==> config.mk <==
export PLATFORM = sky130hd
export DESIGN_NAME = tcs_tx_ctrl
export DESIGN_NICKNAME = d
export VERILOG_FILES = /design/src/tcs_pkg.sv /design/src/tcs_pair_buffer.sv /design/src/tcs_tx_ctrl.sv
export VERILOG_INCLUDE_DIRS = /design/src
export SDC_FILE = /design/constraint.sdc
export NUM_CORES = 1
export LEC_CHECK = 0
export BUFFER_PORTS_ARGS = -buffer_cell sky130_fd_sc_hd__buf_2
export CELL_PAD_IN_SITES_DETAIL_PLACEMENT = 0
export CELL_PAD_IN_SITES_GLOBAL_PLACEMENT = 1
export CORE_ASPECT_RATIO = 2
export CORE_UTILIZATION = 39
export CTS_BUF_LIST = sky130_fd_sc_hd__clkbuf_8 sky130_fd_sc_hd__clkbuf_16
export CTS_CLUSTER_DIAMETER = 200
export CTS_CLUSTER_SIZE = 8
export DETAILED_ROUTE_END_ITERATION = 8
export PLACE_DENSITY_LB_ADDON = 0.1
export SLEW_MARGIN = 20
export SYNTH_ARGS = -nofsm -noshare
export SYNTH_HDL_FRONTEND = slang
export SYNTH_SLANG_ARGS = --single-unit
==> constraint.sdc <==
create_clock -name i_clk -period 10.6 [get_ports i_clk]
set_clock_uncertainty 0.1 [all_clocks]
set_input_delay 0.53 -clock i_clk [delete_from_list [all_inputs] [get_ports i_clk]]
set_output_delay 0.53 -clock i_clk [all_outputs]
set_load 0.05 [all_outputs]
==> src/tcs_consts.svh <==
// Register offsets, field positions and reset values of the transmit control block
`ifndef TCS_CONSTS_SVH
`define TCS_CONSTS_SVH
// ---------------------------------------------------------------
// Register offsets
// ---------------------------------------------------------------
`define TCS_ADDR_INTERP 12'h106
`define TCS_ADDR_MIXER 12'h107
`define TCS_ADDR_ROUTE 12'h108
`define TCS_ADDR_ALIGN_OFF 12'h10b
`define TCS_ADDR_ALIGN_SRC 12'h10c
`define TCS_ADDR_SOFT_ALIGN 12'h10d
`define TCS_ADDR_STATUS 12'h140
`define TCS_RESET_BYTE 8'h00
// ---------------------------------------------------------------
// Field positions
// ---------------------------------------------------------------
`define TCS_B_INTERP_APPLY 2
`define TCS_B_A1_HP 3
`define TCS_B_A2_HP 4
`define TCS_B_B1_HP 5
`define TCS_B_B2_HP 6
`define TCS_B_MIX_EN 0
`define TCS_B_MIX_STEP 3
`define TCS_B_DIV_STEP 5
`define TCS_B_DROOP_EN 6
`define TCS_B_DROOP_APPLY 7
`define TCS_B_GLOBAL_OFF 5
`define TCS_B_MIX_SRC 7
`define TCS_B_GLOBAL_SRC 6
`define TCS_B_GLOBAL_SOFT 6
// Block indices, shared by disable bits, soft bits and source bits other than the mixer's
`define TCS_BLK_FIFO 0
`define TCS_BLK_MIX 1
`define TCS_BLK_DIV 2
`define TCS_BLK_OFF 3
`define TCS_BLK_GP 4
// ---------------------------------------------------------------
// Pointer gap after a buffer alignment
// ---------------------------------------------------------------
`define TCS_FIFO_GAP 3'h4
`endif

==> src/tcs_pkg.sv <==
// Types shared by the transmit control block files
package tcs_pkg;
  // One sample for each channel
  typedef struct packed {
    logic [11:0] a;
    logic [11:0] b;
  } sample_pair_type;
  // Coarse mixer shift selection
  typedef enum logic [1:0] {
    MIX_LOWPASS = 2'b00,
    MIX_HALF = 2'b01,
    MIX_PLUS_QTR = 2'b10,
    MIX_MINUS_QTR = 2'b11
  } mix_sel_type;
  // Output routing selection
  typedef enum logic [1:0] {
    ROUTE_NORMAL = 2'b00,
    ROUTE_BOTH_A = 2'b01,
    ROUTE_BOTH_B = 2'b10,
    ROUTE_SWAP = 2'b11
  } route_type;
endpackage : tcs_pkg

==> src/tcs_pair_buffer.sv <==
// Two-entry sample buffer with valid and ready on both sides
`timescale 1ns/1ps
module tcs_pair_buffer (
  // Clock and reset
  input wire logic i_clk,
  input wire logic i_reset_n,
  // Filling side
  input wire logic i_valid,
  input wire tcs_pkg::sample_pair_type i_data,
  output logic o_ready,
  // Draining side
  output logic o_valid,
  output tcs_pkg::sample_pair_type o_data,
  input wire logic i_ready
);
  tcs_pkg::sample_pair_type mem [2];
  tcs_pkg::sample_pair_type next_mem [2];
  logic [1:0] count, next_count;
  logic wr_idx, next_wr_idx, rd_idx, next_rd_idx, next_ready;
  logic push, pop;

  // Handshakes on both sides
  assign push = i_valid & o_ready;
  assign pop = o_valid & i_ready;
  assign o_valid = (count != 2'h0);
  assign o_data = mem[rd_idx];

  // Next pointers, count and storage
  always_comb begin
    next_mem = mem;
    next_wr_idx = wr_idx;
    next_rd_idx = rd_idx;
    next_count = count;
    if (push) begin
      next_mem[wr_idx] = i_data;
      next_wr_idx = ~wr_idx;
    end
    if (pop) begin
      next_rd_idx = ~rd_idx;
    end
    if (push && !pop) begin
      next_count = count + 2'h1;
    end else if (pop && !push) begin
      next_count = count - 2'h1;
    end
    next_ready = (next_count != 2'h2);
  end

  // State registers
  always_ff @(posedge i_clk) begin
    if (!i_reset_n) begin
      count <= 2'h0;
      wr_idx <= 1'b0;
      rd_idx <= 1'b0;
      o_ready <= 1'b0;
      mem[0] <= '0;
      mem[1] <= '0;
    end else begin
      count <= next_count;
      wr_idx <= next_wr_idx;
      rd_idx <= next_rd_idx;
      o_ready <= next_ready;
      mem <= next_mem;
    end
  end

  AST_BUF_NO_OVERFILL: assert property (@(posedge i_clk) disable iff (!i_reset_n)
    count == 2'h2 |-> !o_ready) else $error("buffer full but ready");
endmodule : tcs_pair_buffer

==> src/tcs_tx_ctrl.sv <==
// Transmit chain mode, routing and alignment control
`timescale 1ns/1ps
`include "tcs_consts.svh"

module tcs_tx_ctrl (
  // Clock and reset
  input wire logic i_clk,
  input wire logic i_reset_n,
  // Register write and read port
  input wire logic i_reg_wr_en,
  input wire logic [11:0] i_reg_addr,
  input wire logic [7:0] i_reg_wr_data,
  output logic [7:0] o_reg_rd_data,
  // Alignment pin
  input wire logic i_sync_pin,
  // Baseband samples
  input wire logic i_sample_valid,
  input wire tcs_pkg::sample_pair_type i_sample,
  output logic o_sample_ready,
  // DAC samples and block controls
  output tcs_pkg::sample_pair_type o_dac,
  output logic o_dac_valid,
  output logic o_droop_comp_active,
  output logic o_offset_corr_sync,
  output logic o_gainphase_corr_sync
);
  // ---------------------------------------------------------------
  // Declarations
  // ---------------------------------------------------------------
  logic [7:0] interp_filter_cfg, next_interp_filter_cfg;
  logic [7:0] coarse_mixer_cfg, next_coarse_mixer_cfg;
  logic [7:0] route_divider_sinc_cfg, next_route_divider_sinc_cfg;
  logic [7:0] sync_disable_cfg, next_sync_disable_cfg;
  logic [7:0] align_src_cfg, next_align_src_cfg;
  logic [7:0] soft_align, next_soft_align;
  logic [7:0] next_rd_data;
  logic pin_s1, pin_s2, pin_s3, pin_level, next_pin_level, pin_rise;
  logic [7:0] soft_prev;
  logic mix_step_prev, div_step_prev, mix_step_rise, div_step_rise;
  logic [7:0] soft_rise;
  logic global_off, glob_evt;
  logic [4:0] src_vec, blk_sync;
  logic mix_step_ok, div_step_ok;
  logic [1:0] interp_code, div_mask;
  logic [1:0] div_ctr, next_div_ctr, mix_phase, next_mix_phase;
  logic [2:0] wr_ptr, next_wr_ptr, rd_ptr, next_rd_ptr;
  logic tick, buf_valid, pop, have_data, next_have_data;
  tcs_pkg::sample_pair_type buf_data, hold, next_hold, next_dac;
  tcs_pkg::sample_pair_type staged, mixed;
  logic next_droop;
  tcs_pkg::mix_sel_type mix_sel;
  tcs_pkg::route_type route_sel;

  // ---------------------------------------------------------------
  // Register file
  // ---------------------------------------------------------------
  // Writes through the register port
  always_comb begin
    next_interp_filter_cfg = interp_filter_cfg;
    next_coarse_mixer_cfg = coarse_mixer_cfg;
    next_route_divider_sinc_cfg = route_divider_sinc_cfg;
    next_sync_disable_cfg = sync_disable_cfg;
    next_align_src_cfg = align_src_cfg;
    next_soft_align = soft_align;
    if (i_reg_wr_en) begin
      case (i_reg_addr)
        `TCS_ADDR_INTERP: next_interp_filter_cfg = i_reg_wr_data;
        `TCS_ADDR_MIXER: next_coarse_mixer_cfg = i_reg_wr_data;
        `TCS_ADDR_ROUTE: next_route_divider_sinc_cfg = i_reg_wr_data;
        `TCS_ADDR_ALIGN_OFF: next_sync_disable_cfg = i_reg_wr_data;
        `TCS_ADDR_ALIGN_SRC: next_align_src_cfg = i_reg_wr_data;
        `TCS_ADDR_SOFT_ALIGN: next_soft_align = i_reg_wr_data;
        default: ;
      endcase
    end
  end

  // Read data, status shows live phases and pointer gap
  always_comb begin
    case (i_reg_addr)
      `TCS_ADDR_INTERP: next_rd_data = interp_filter_cfg;
      `TCS_ADDR_MIXER: next_rd_data = coarse_mixer_cfg;
      `TCS_ADDR_ROUTE: next_rd_data = route_divider_sinc_cfg;
      `TCS_ADDR_ALIGN_OFF: next_rd_data = sync_disable_cfg;
      `TCS_ADDR_ALIGN_SRC: next_rd_data = align_src_cfg;
      `TCS_ADDR_SOFT_ALIGN: next_rd_data = soft_align;
      `TCS_ADDR_STATUS: next_rd_data = {mix_phase, div_ctr, o_droop_comp_active,
                                        3'(wr_ptr - rd_ptr)};
      default: next_rd_data = 8'h00;
    endcase
  end

  always_ff @(posedge i_clk) begin
    if (!i_reset_n) begin
      interp_filter_cfg <= `TCS_RESET_BYTE;
      coarse_mixer_cfg <= `TCS_RESET_BYTE;
      route_divider_sinc_cfg <= `TCS_RESET_BYTE;
      sync_disable_cfg <= `TCS_RESET_BYTE;
      align_src_cfg <= `TCS_RESET_BYTE;
      soft_align <= `TCS_RESET_BYTE;
      o_reg_rd_data <= 8'h00;
    end else begin
      interp_filter_cfg <= next_interp_filter_cfg;
      coarse_mixer_cfg <= next_coarse_mixer_cfg;
      route_divider_sinc_cfg <= next_route_divider_sinc_cfg;
      sync_disable_cfg <= next_sync_disable_cfg;
      align_src_cfg <= next_align_src_cfg;
      soft_align <= next_soft_align;
      o_reg_rd_data <= next_rd_data;
    end
  end

  // ---------------------------------------------------------------
  // Alignment events
  // ---------------------------------------------------------------
  // Pin level accepted once second and third stage agree
  always_comb begin
    next_pin_level = (pin_s2 == pin_s3) ? pin_s3 : pin_level;
  end
  assign pin_rise = next_pin_level & ~pin_level;

  always_ff @(posedge i_clk) begin
    if (!i_reset_n) begin
      pin_s1 <= 1'b0;
      pin_s2 <= 1'b0;
      pin_s3 <= 1'b0;
      pin_level <= 1'b0;
      soft_prev <= 8'h00;
      mix_step_prev <= 1'b0;
      div_step_prev <= 1'b0;
    end else begin
      pin_s1 <= i_sync_pin;
      pin_s2 <= pin_s1;
      pin_s3 <= pin_s2;
      pin_level <= next_pin_level;
      soft_prev <= soft_align;
      mix_step_prev <= coarse_mixer_cfg[`TCS_B_MIX_STEP];
      div_step_prev <= route_divider_sinc_cfg[`TCS_B_DIV_STEP];
    end
  end

  assign soft_rise = soft_align & ~soft_prev;
  assign mix_step_rise = coarse_mixer_cfg[`TCS_B_MIX_STEP] & ~mix_step_prev;
  assign div_step_rise = route_divider_sinc_cfg[`TCS_B_DIV_STEP] & ~div_step_prev;

  // global event from pin or soft bit
  assign global_off = sync_disable_cfg[`TCS_B_GLOBAL_OFF];
  assign glob_evt = align_src_cfg[`TCS_B_GLOBAL_SRC] ?
                    soft_rise[`TCS_B_GLOBAL_SOFT] : pin_rise;
  // mixer source lives beside the disables
  assign src_vec = {align_src_cfg[4:2], sync_disable_cfg[`TCS_B_MIX_SRC],
                    align_src_cfg[0]};

  // Per-block alignment decision
  for (genvar i = 0; i < 5; i++) begin : g_blk
    // block disable honoured with global off
    assign blk_sync[i] = global_off ?
      (~sync_disable_cfg[i] & (src_vec[i] ? soft_rise[i] : pin_rise)) : glob_evt;
  end

  assign mix_step_ok = mix_step_rise & global_off & sync_disable_cfg[`TCS_BLK_MIX];
  assign div_step_ok = div_step_rise & global_off & sync_disable_cfg[`TCS_BLK_DIV];

  // ---------------------------------------------------------------
  // Divider, mixer phase and sample path
  // ---------------------------------------------------------------
  // factor code used only when applied
  assign interp_code = interp_filter_cfg[`TCS_B_INTERP_APPLY] ?
                       interp_filter_cfg[1:0] : 2'h0;
  assign div_mask = (interp_code == 2'h0) ? 2'h0 :
                    (interp_code == 2'h1) ? 2'h1 : 2'h3;
  assign tick = (div_ctr == 2'h0);
  assign pop = tick & buf_valid;
  assign mix_sel = tcs_pkg::mix_sel_type'(coarse_mixer_cfg[2:1]);
  assign route_sel = tcs_pkg::route_type'(route_divider_sinc_cfg[1:0]);

  tcs_pair_buffer u_buffer (
    .i_clk(i_clk),
    .i_reset_n(i_reset_n),
    .i_valid(i_sample_valid),
    .i_data(i_sample),
    .o_ready(o_sample_ready),
    .o_valid(buf_valid),
    .o_data(buf_data),
    .i_ready(tick)
  );

  // Interpolation stages with high-pass sign flips
  always_comb begin
    staged = hold;
    // stage one at 2, both at 4
    // high-pass bits per stage and channel
    if (interp_code == 2'h1) begin
      if (interp_filter_cfg[`TCS_B_A1_HP] && div_ctr[0]) staged.a = 12'(-staged.a);
      if (interp_filter_cfg[`TCS_B_B1_HP] && div_ctr[0]) staged.b = 12'(-staged.b);
    end else if (interp_code != 2'h0) begin
      if (interp_filter_cfg[`TCS_B_A1_HP] && div_ctr[1]) staged.a = 12'(-staged.a);
      if (interp_filter_cfg[`TCS_B_B1_HP] && div_ctr[1]) staged.b = 12'(-staged.b);
      if (interp_filter_cfg[`TCS_B_A2_HP] && div_ctr[0]) staged.a = 12'(-staged.a);
      if (interp_filter_cfg[`TCS_B_B2_HP] && div_ctr[0]) staged.b = 12'(-staged.b);
    end
  end

  // Coarse mixer and routing
  always_comb begin
    mixed = staged;
    if (coarse_mixer_cfg[`TCS_B_MIX_EN]) begin
      unique case (mix_sel)
        tcs_pkg::MIX_LOWPASS: mixed = staged;
        tcs_pkg::MIX_HALF: begin
          if (mix_phase[0]) begin
            mixed.a = 12'(-staged.a);
            mixed.b = 12'(-staged.b);
          end
        end
        tcs_pkg::MIX_PLUS_QTR, tcs_pkg::MIX_MINUS_QTR: begin
          unique case ((mix_sel == tcs_pkg::MIX_PLUS_QTR) ? mix_phase : 2'(-mix_phase))
            2'h0: mixed = staged;
            2'h1: mixed = '{a: 12'(-staged.b), b: staged.a};
            2'h2: mixed = '{a: 12'(-staged.a), b: 12'(-staged.b)};
            2'h3: mixed = '{a: staged.b, b: 12'(-staged.a)};
          endcase
        end
      endcase
    end
    unique case (route_sel)
      tcs_pkg::ROUTE_NORMAL: next_dac = mixed;
      tcs_pkg::ROUTE_BOTH_A: next_dac = '{a: mixed.a, b: mixed.a};
      tcs_pkg::ROUTE_BOTH_B: next_dac = '{a: mixed.b, b: mixed.b};
      tcs_pkg::ROUTE_SWAP: next_dac = '{a: mixed.b, b: mixed.a};
    endcase
  end

  // Next divider, phase, pointers and held sample
  always_comb begin
    if (blk_sync[`TCS_BLK_DIV]) begin
      next_div_ctr = route_divider_sinc_cfg[4:3] & div_mask;
    end else begin
      next_div_ctr = 2'(div_ctr + 2'h1 + {1'b0, div_step_ok}) & div_mask;
    end
    if (blk_sync[`TCS_BLK_MIX]) begin
      next_mix_phase = coarse_mixer_cfg[5:4];
    end else begin
      next_mix_phase = 2'(mix_phase + 2'h1 + {1'b0, mix_step_ok});
    end
    next_wr_ptr = wr_ptr + {2'h0, i_sample_valid & o_sample_ready};
    next_rd_ptr = rd_ptr + {2'h0, pop};
    if (blk_sync[`TCS_BLK_FIFO]) begin
      next_rd_ptr = 3'h0;
      next_wr_ptr = `TCS_FIFO_GAP;
    end
    next_hold = pop ? buf_data : hold;
    next_have_data = have_data | pop;
    // droop state follows only when applied
    next_droop = route_divider_sinc_cfg[`TCS_B_DROOP_APPLY] ?
                 route_divider_sinc_cfg[`TCS_B_DROOP_EN] : o_droop_comp_active;
  end

  always_ff @(posedge i_clk) begin
    if (!i_reset_n) begin
      div_ctr <= 2'h0;
      mix_phase <= 2'h0;
      wr_ptr <= 3'h0;
      rd_ptr <= 3'h0;
      hold <= '0;
      have_data <= 1'b0;
      o_dac <= '0;
      o_dac_valid <= 1'b0;
      o_droop_comp_active <= 1'b0;
      o_offset_corr_sync <= 1'b0;
      o_gainphase_corr_sync <= 1'b0;
    end else begin
      div_ctr <= next_div_ctr;
      mix_phase <= next_mix_phase;
      wr_ptr <= next_wr_ptr;
      rd_ptr <= next_rd_ptr;
      hold <= next_hold;
      have_data <= next_have_data;
      o_dac <= next_dac;
      o_dac_valid <= have_data;
      o_droop_comp_active <= next_droop;
      o_offset_corr_sync <= blk_sync[`TCS_BLK_OFF];
      o_gainphase_corr_sync <= blk_sync[`TCS_BLK_GP];
    end
  end

  // ---------------------------------------------------------------
  // Checks
  // ---------------------------------------------------------------
  AST_UNAPPLIED_FACTOR: assert property (@(posedge i_clk) disable iff (!i_reset_n)
    !interp_filter_cfg[`TCS_B_INTERP_APPLY] |=> div_ctr == 2'h0)
    else $error("unapplied factor still divides");
  AST_STAGE1_HP: assert property (@(posedge i_clk) disable iff (!i_reset_n)
    (interp_code == 2'h1 && interp_filter_cfg[`TCS_B_A1_HP] && div_ctr == 2'h1 &&
     !coarse_mixer_cfg[`TCS_B_MIX_EN] && route_sel == tcs_pkg::ROUTE_NORMAL)
    |=> o_dac.a == 12'(-$past(hold.a))) else $error("stage one high-pass not applied");
  AST_MIX_OFF_PASS: assert property (@(posedge i_clk) disable iff (!i_reset_n)
    (!coarse_mixer_cfg[`TCS_B_MIX_EN] && interp_code == 2'h0 &&
     route_sel == tcs_pkg::ROUTE_NORMAL) |=> o_dac == $past(hold))
    else $error("disabled mixer altered data");
  AST_MIX_STEP: assert property (@(posedge i_clk) disable iff (!i_reset_n)
    (mix_step_ok && !blk_sync[`TCS_BLK_MIX]) |=> mix_phase == 2'($past(mix_phase) + 2'h2))
    else $error("mixer step did not advance phase");
  AST_MIX_LOAD: assert property (@(posedge i_clk) disable iff (!i_reset_n)
    blk_sync[`TCS_BLK_MIX] |=> mix_phase == $past(coarse_mixer_cfg[5:4]))
    else $error("mixer phase not loaded");
  AST_DIV_LOAD: assert property (@(posedge i_clk) disable iff (!i_reset_n)
    blk_sync[`TCS_BLK_DIV] |=> div_ctr == $past(route_divider_sinc_cfg[4:3] & div_mask))
    else $error("divider phase not loaded");
  AST_DROOP_HOLD: assert property (@(posedge i_clk) disable iff (!i_reset_n)
    !route_divider_sinc_cfg[`TCS_B_DROOP_APPLY] |=> $stable(o_droop_comp_active))
    else $error("droop state changed without apply");
  AST_GLOBAL_ALL: assert property (@(posedge i_clk) disable iff (!i_reset_n)
    (!global_off && glob_evt) |-> blk_sync == 5'h1f)
    else $error("global event missed a block");
  AST_BLOCK_OFF: assert property (@(posedge i_clk) disable iff (!i_reset_n)
    (global_off && sync_disable_cfg[`TCS_BLK_MIX]) |-> !blk_sync[`TCS_BLK_MIX])
    else $error("disabled block aligned");
  AST_FIFO_GAP: assert property (@(posedge i_clk) disable iff (!i_reset_n)
    blk_sync[`TCS_BLK_FIFO] |=> 3'(wr_ptr - rd_ptr) == `TCS_FIFO_GAP)
    else $error("pointer gap not four");
  AST_SOFT_PULSE: assert property (@(posedge i_clk) disable iff (!i_reset_n)
    soft_rise[`TCS_BLK_MIX] |=> !soft_rise[`TCS_BLK_MIX])
    else $error("soft rise longer than one cycle");
endmodule : tcs_tx_ctrl

==> key figures, run 1 <==
Floorplan
  • Die Width: 123 um
  • Num rows: 88
  • Standard cell core area: 28700 um^2
  • Die Area: 29900 um^2
  • Overall die height: 244 um
  • Initial Utilization: 39.6%
  • Number of I/O pins: 86

Layout
  • Area growth, synth to finish: 10.0%
  • Core utilization of the finished layout: 43.6%
  • Layout Nets: 1527
  • Number of fill cells: 2951
  • Count of inserted antenna diode cells: 0
  • Share of final-layout standard cells stronger than drive strength 1: 11.7%

Clocking
  • Worst skew pair latency: 460 ps
  • Max H-tree Level: 4
  • Setup Fix Bufs, Post-CTS: 0
  • Clock tree from TritonCTS: built
  • Cell at the root of the clock tree: clkbuf_16
  • Number of hold buffers added after cts: 0
  • Largest buffer count on any clock path: 2
  • Sink Count: 184
  • Clock Pin Slew Worst Setup and Hold Paths: 80 ps
  • Total CTS buffers: 17
  • Total of cells resized after clock tree synthesis: 0

STA
  • Worst Tran Pin Value: 1160 ps
  • Peak clock frequency supported by timing: 199 MHz
  • Sum Neg Setup Slack: 0 ps
  • Post-route clock period utilization: 47.3%
  • Crit path time final: 5020 ps
  • Setup repair after global routing missed its margin: no
  • Final setup viols: 0
  • Final hold violations: 0
  • Final slew viol count: 0
  • Slew headroom: 22.0%

Flow run
  • Count of max-cap constraint violations: 0

Outcome
  • Status: finished, final reports clean

Critical path
  • Total buffers and inverters traversed by the critical path: 1
  • Cell family contributing the most delay on the critical path: compound AO/OA/AOI/OAI gates
  • Startpoint class of the critical path: flip-flop
  • Maximum cell stage delay along the critical path: 660 ps
  • Crit Path Max Fanout: 10
  • Critical path required time: 10800 ps
  • Cell chain of the critical path: inv_1 -> ha_1 -> or3b_2 -> a211oi_1 -> a41oi_1 -> xnor2_1 -> o21ai_0 -> nor4b_1 -> and3_1 -> a211o_1 -> a21oi_1 -> o311ai_1 -> a221oi_1
  • Worst R2R Start: hold[0]$_SDFFE_PN0P_
  • Critical path data arrival time: 5210 ps
  • Startpoint of the worst setup timing path: hold[0]$_SDFFE_PN0P_
  • Slowest-stage cell, CP: nor4b_1
  • Setup Crit Path Kind: reg -> reg
  • Sort of element at the end of the critical path: flip-flop

Synthesis
  • Ys flop type: dfxtp_1
  • Cell type with the largest total area after synthesis: dfxtp_1
  • Synthesized-area fraction occupied by adder cells: 1.93%
  • Top cells by area in the synthesized netlist: dfxtp_1 32%, nand2_1 7.2%, mux2i_1 6.6%, a21oi_1 6.1%, nor2_1 4.1%
  • Multiplexer share of the synthesized area: 8.57%
  • Number of distinct standard cells referenced by the synthesized netlist: 90
  • Synthesized instance count: 1459
  • Sequential element share of the synthesized area: 32.3%
  • Share of flip-flops with an asynchronous set or reset: 0%
  • Synthesized-area fraction occupied by and/or/nand/nor cells: 23.2%
  • Summed instance area of the synthesized netlist: 11400 um^2
  • Yosys Warn Count: 0
  • Area fraction of the dominant cell type after synthesis: 32.3%
  • Compound-gate portion of the synthesized area: 23.0%
  • Post-synthesis xor/xnor area fraction: 6.11%
  • Number of synthesized register bits: 184
  • Avg Cell Area, Syn: 7.80 um^2
  • Number of synthesized flops with an enable pin: 0
  • Synthesized netlist net count: 1525
  • Dominant combinational cell family by area after synthesis: simple AND/OR/NAND/NOR gates

GRT
  • Vias in the first global route: 10300
  • Met3 Resource Use GR: 4.26%
  • Global-route wire length before repair: 58800 um
  • Most Crowded Layer GR: met2
  • Congestion Overflow GR: 0
  • Initial antenna violation count: 0
  • GRT Total Usage: 26.2%
  • Met2 Resource Use GR: 47.1%
  • Global-route met1 utilization: 27.0%
  • Pin count of the biggest net entering global routing: 95

Routing
  • Detail-routed net length per standard cell: 21.0 um
  • Router iterations before antenna repair: 7
  • Avg Vias per Cell: 5.93
  • DRC violations left: 0
  • Violation count after the first detailed-routing iteration: 598
  • Post-route ant nets: 0
  • Total wirelength of the detailed-routed design: 38500 um
  • Routed vias: 10900

Placed design
  • Final weighted congestion in routability-driven placement: 0.914
  • # port buffers: 85
  • Post-DP HPWL: 28000 um

Power and ir drop
  • Cell area power density: 249 nW/um^2
  • Final Power: 3110 uW
  • Worst vdd ir: 0.000175 V
  • Leakage power summed over all cells: 0.00464 uW

Worst hold path
  • Hold Path Origin: i_sync_pin
  • Type of the worst min-delay path: in -> reg
report_power, final:
group,switching [uW],total (uW),internal [uW]
combinational,960,1490,532
sequential,153,930,777
clock,296,693,397
per-layer routing:
metal	vias to the layer above	routed length [um]
met2	323	20300
met3	131	1520
met5	-	0
met4	0	2500
li1	5250	-
met1	5180	14200
worst register-to-register path, cell delays in order, from the launching register on:
cell and delay, ps:
dfxtp_1 400, inv_1 200, ha_1 300, or3b_2 480, a211oi_1 490, a41oi_1 210
xnor2_1 150, o21ai_0 650, nor4b_1 660, and3_1 500, a211o_1 190, a21oi_1 60
o311ai_1 340, a221oi_1 130
state kept, by name, indices dropped and copies added (netlist names), 3 cells and up:
name	cells
soft_prev	6
o_reg_rd_data	8
hold	24
rd_ptr	3
align_src_cfg	8
u_buffer.mem	48
interp_filter_cfg	8
o_dac	24
soft_align	8
coarse_mixer_cfg	8
wr_ptr	3
route_divider_sinc_cfg	8
sync_disable_cfg	8
per-stage QoR:
| step | worst slack (ps) | hold slack, ps | area, um^2 | cells |
|---|---|---|---|---|
| after floorplan | 6310 | 312 | 11400 | 1459 |
| after global placement | 5790 | 327 | 11900 | 1802 |
| after detailed placement | 5640 | 333 | 11900 | 1802 |
| after CTS | 5630 | 193 | 12500 | 1834 |
| after global routing | 5080 | 209 | 12500 | 1834 |
| final | 5580 | 210 | 12500 | 1834 |
worst paths after layout:
check                                       endpoint  slack (ps)  cells past startpoint
worst max-delay path            o_dac[10]$_SDFF_PN0_        5580                     13
worst min-delay path               pin_s1$_SDFF_PN0_         210                      2
worst max register to register  o_dac[10]$_SDFF_PN0_        5580                     13
worst min register to register     pin_s2$_SDFF_PN0_         350                      1
cells in the mapped netlist, types with 10 or more instances:
master    number
mux2i_1       75
or3_1         10
and2_1        24
a221oi_1      10
clkbuf_1      96
o21ai_0       54
a21oi_1      139
ha_1          16
nand2_1      219
nand3_1       34
o22ai_1       20
nor2_1       125
a211oi_1      33
a22oi_1       12
inv_1         26
xnor2_1       47
xor2_1        28
and3_1        17
dfxtp_1      184
nor3_1        26
mux2_2        20
o31ai_1       11
a31oi_1       18
o21a_1        12
cell type report:
| class | count | area, um^2 | share of cell area, % |
|---|---|---|---|
| multi-input cells | 1133 | 7150 | 57.1 |
| flip-flops and latches | 184 | 3680 | 29.4 |
| repair buffers | 95 | 500 | 4.00 |
| well taps | 360 | 450 | 3.60 |
| clock buffers | 17 | 425 | 3.40 |
| clock inverters | 15 | 199 | 1.59 |
| inverters | 30 | 115 | 0.919 |
cells by family after synthesis:
| family | count (synthesis) |
|---|---|
| fa+ha+maj | 17 |
| xor+xnor | 77 |
| mux | 95 |
| buf+inv | 142 |
| simple gates | 545 |
| compound gates | 399 |
| flops | 184 |
placed cells by master (no fill, tap or decap), drive strengths merged, types with 7 or more instances in the layout:
cell type	instances
and3	17
xor2	29
ha	16
nor3	27
a221oi	12
mux2i	75
or3	10
xnor2	47
o211ai	9
o21ai	60
o31ai	11
buf	95
dfxtp	184
nor2	125
nand4	9
and2	26
a21o	9
inv	33
clkbuf	17
nand2b	7
a31oi	18
nand3	34
clkinv	7
or2	11
nand2	219
a222oi	9
o22ai	20
a22oi	12
mux2	20
a21oi	140
nor4	10
a211oi	34
o21a	12
(Power assumes the default switching activity.)
==> run 2: changes to the inputs <==
Settings changed: ABC_AREA set to 1.
Clock period 10.6 ns to 4.7 ns, I/O delays scaled along.
==> key figures, run 2 <==
Outcome
  • Status: finished, final reports clean

Routing
  • Router iterations before antenna repair: 5 (-2)
  • Routed vias: 11500 (+5.2%)
  • Total wirelength of the detailed-routed design: 38900 um (+1.3%)
  • DRC violations left: 0 (unchanged)
  • Avg Vias per Cell: 5.33 (-10%)
  • Post-route ant nets: 0 (unchanged)
  • Detail-routed net length per standard cell: 18.1 um (-14%)
  • Violation count after the first detailed-routing iteration: 555 (-7.2%)

Synthesis
  • Avg Cell Area, Syn: 6.55 um^2 (-16%)
  • Most repeated cell in the gate-level netlist after synthesis: nand2_1
  • Ys flop type: dfxtp_1
  • Number of distinct standard cells referenced by the synthesized netlist: 55 (-39%)
  • Share of flip-flops with an asynchronous set or reset: 0% (unchanged)
  • Number of synthesized register bits: 184 (unchanged)
  • Summed instance area of the synthesized netlist: 11200 um^2 (-1.8%)
  • Area fraction of the dominant cell type after synthesis: 32.9% (+0.60 points)
  • Synthesized netlist net count: 1774 (+16%)
  • Cell type with the largest total area after synthesis: dfxtp_1
  • Number of synthesized flops with an enable pin: 0 (unchanged)
  • Top cells by area in the synthesized netlist: dfxtp_1 33%, nand2_1 11%, o21ai_0 9.5%, a21oi_1 6.7%, inv_1 6.7%
  • Commonest cells post-synth: 325 x nand2_1, 212 x o21ai_0, 199 x inv_1
  • Sequential element share of the synthesized area: 32.9% (+0.60 points)
  • Yosys Warn Count: 0 (unchanged)
  • Synthesized instance count: 1708 (+17%)

Power and ir drop
  • Leakage power summed over all cells: 0.00552 uW (+19%)
  • Proportion of total power due to net switching: 48.3% (+3.1 points)
  • Cell area power density: 545 nW/um^2 (+120%)
  • Internal power component: 3540 uW (+110%)
  • Switching Power: 3310 uW (+130%)
  • Part of the power in the clock network: 20.5% (-1.7 points)
  • Share of power burned in combinational logic: 50.6% (+2.7 points)
  • Proportion of power drawn by flip-flops and latches: 28.9% (-1.0 points)
  • Worst vdd ir: 0.000333 V (+90%)

STA
  • Sum Neg Setup Slack: 0 ps (unchanged)
  • Post-route clock period utilization: 76.5% (+29 points)
  • Final slew viol count: 0 (unchanged)
  • Crit path time final: 3600 ps (-1420 ps)
  • Peak clock frequency supported by timing: 278 MHz (+39%)
  • Worst Tran Pin Value: 999 ps (-166 ps)
  • Final setup viols: 0 (unchanged)
  • Slew headroom: 32.5% (+11 points)
  • Setup repair after global routing missed its margin: no
  • Worst hold slack after final layout: 30.7 ps (-180 ps)
  • Final hold violations: 0 (unchanged)

Clocking
  • Number of hold buffers added after cts: 25 (+25)
  • Sink Count: 184 (unchanged)
  • Clock tree from TritonCTS: built
  • Max H-tree Level: 4 (unchanged)
  • Setup Fix Bufs, Post-CTS: 0 (unchanged)
  • Cell at the root of the clock tree: clkbuf_16
  • Worst skew pair latency: 450 ps (about the same)
  • Clock Pin Slew Worst Setup and Hold Paths: 80 ps (about the same)
  • Total CTS buffers: 17 (unchanged)
  • Total of cells resized after clock tree synthesis: 0 (unchanged)
  • Largest buffer count on any clock path: 2 (unchanged)

Flow run
  • Count of max-cap constraint violations: 0 (unchanged)

Floorplan
  • Initial Utilization: 39.7% (about the same)
  • Die Area: 29400 um^2 (-1.8%)
  • Overall die height: 241 um (-0.91%)
  • Standard cell core area: 28200 um^2 (-1.9%)
  • Number of I/O pins: 86 (unchanged)
  • Num rows: 87 (-1.1%)
  • Die Width: 122 um (-0.90%)

Placed design
  • Post-DP HPWL: 29600 um (+5.7%)
  • Final weighted congestion in routability-driven placement: 0.931 (+1.8%)
  • # port buffers: 85 (unchanged)

Critical path
  • Crit Path Max Fanout: 20 (+10)
  • Startpoint class of the critical path: flip-flop
  • Critical path required time: 4960 ps (-5840 ps)
  • Sort of element at the end of the critical path: flip-flop
  • Critical path data arrival time: 3850 ps (-1360 ps)
  • Register-to-Register Setup Slack: 1100 ps (-4480 ps)
  • Setup Crit Path Kind: reg -> reg

Layout
  • Area growth, synth to finish: 12.5%
  • Share of final-layout standard cells stronger than drive strength 1: 12.5% (+0.76 points)
  • Number of fill cells: 3036 (+2.9%)
  • Most flop-heavy register: u_buffer.mem
  • Core utilization of the finished layout: 44.6% (+1.0 points)
  • Count of inserted antenna diode cells: 0 (unchanged)
  • Layout Nets: 1846 (+21%)
  • Flip-flop count of the largest register after layout: 48 (unchanged)
  • Most used cells in the layout excluding fill and tap cells: 325 x nand2_1, 212 x o21ai_0, 201 x inv_1, 184 x dfxtp_1, 181 x nor2_1
  • Largest registers ranked by flip-flop count: u_buffer.mem (48), hold (24), o_dac (24)
  • Commonest non-fill, non-tap cell in the layout: nand2_1

GRT
  • Vias in the first global route: 10900 (+5.5%)
  • Global-route wire length before repair: 60300 um (+2.6%)
  • Pin count of the biggest net entering global routing: 83 (-13%)
  • Initial antenna violation count: 0 (unchanged)
  • Congestion Overflow GR: 0 (unchanged)
  • GRT Total Usage: 27.4% (+1.2 points)

Worst hold path
  • Type of the worst min-delay path: in -> reg
[run 2: cell count changes after synthesis, sizes merged, moves of 38 or more]
cell,before,now
nor2,125,199
nand3,34,130
nand2,219,363
mux2i,75,0
inv,27,214
clkbuf,96,58
o21ai,60,222
[run 2: per-stage QoR]
step,setup WS (ps),total power [uW],area (um^2),cells
finish,1100,6850,12600,2148
global placement,1160,5450,11800,2092
floorplan,1740,4520,11200,1708
CTS,1130,6890,12600,2148
global route,694,7360,12600,2148
detailed placement,1140,5460,11800,2092
[run 2: critical path: stages (launching register included)]
cell and delay [ps]:
dfxtp_1 490, nand2_1 90, inv_1 450, nand2_1 130, xor2_1 190, o21ai_1 70, nand2_1 180, ha_1 260
nand2_1 70, a21oi_1 210, nand2_1 110, nor2_1 180, nand3_1 160, nor2_1 140, nand3_1 130, nand3_1 130
nand3_1 70, nand2_1 60, nand2_1 40, nand2_1 80, nand3_1 70, nand2_1 70, inv_1 30
[run 2: power by group through the flow]
stage,sequential [uW],clock (uW),combinational [uW]
after floorplan,2150,0,2370
after global placement,2010,0,3440
after detailed placement,2020,0,3440
after CTS,1980,1440,3470
after global routing,2010,1490,3860
final,1980,1400,3470
[run 2: area by class of cell]
class	count	area [um^2]	share of cell area, %
clock inverters	10	70.1	0.557
inverters	222	838	6.67
multi-input cells	1227	6240	49.7
flip-flops and latches	184	3680	29.3
well taps	356	445	3.54
clock buffers	21	480	3.82
repair buffers	128	813	6.47
[run 2: routing by layer]
layer / wire [um] / global-route usage (%) / vias up
met5: 0 / 0 / -
met2: 20700 / 50.8 / 289
met3: 1210 / 3.70 / 119
met1: 14600 / 28.6 / 5253
met4: 2400 / 17.3 / 0
li1: - / - / 5791
[run 2: cells by family after synthesis]
| group | after synthesis | synth area share, % |
|---|---|---|
| buffers and inverters | 297 | 11.2 |
| flip-flops | 184 | 32.9 |
| AND/OR/NAND/NOR | 712 | 28.2 |
| AO/OA/AOI/OAI | 478 | 24.1 |
| adder cells (fa/ha/maj) | 17 | 1.97 |
| XOR/XNOR | 20 | 1.57 |
[run 2: worst paths after layout]
| kind | depth (start not counted) | startpoint | to |
|---|---|---|---|
| setup / recovery | 22 | div_ctr[0]$_SDFF_PN0_ | o_dac[22]$_SDFF_PN0_ |
| hold / removal | 3 | i_reg_wr_data[4] | soft_align[4]$_SDFFE_PN0P_ |
| setup reg to reg | 22 | div_ctr[0]$_SDFF_PN0_ | o_dac[22]$_SDFF_PN0_ |
| hold reg to reg | 2 | soft_align[6]$_SDFFE_PN0P_ | soft_prev[6]$_SDFF_PN0_ |
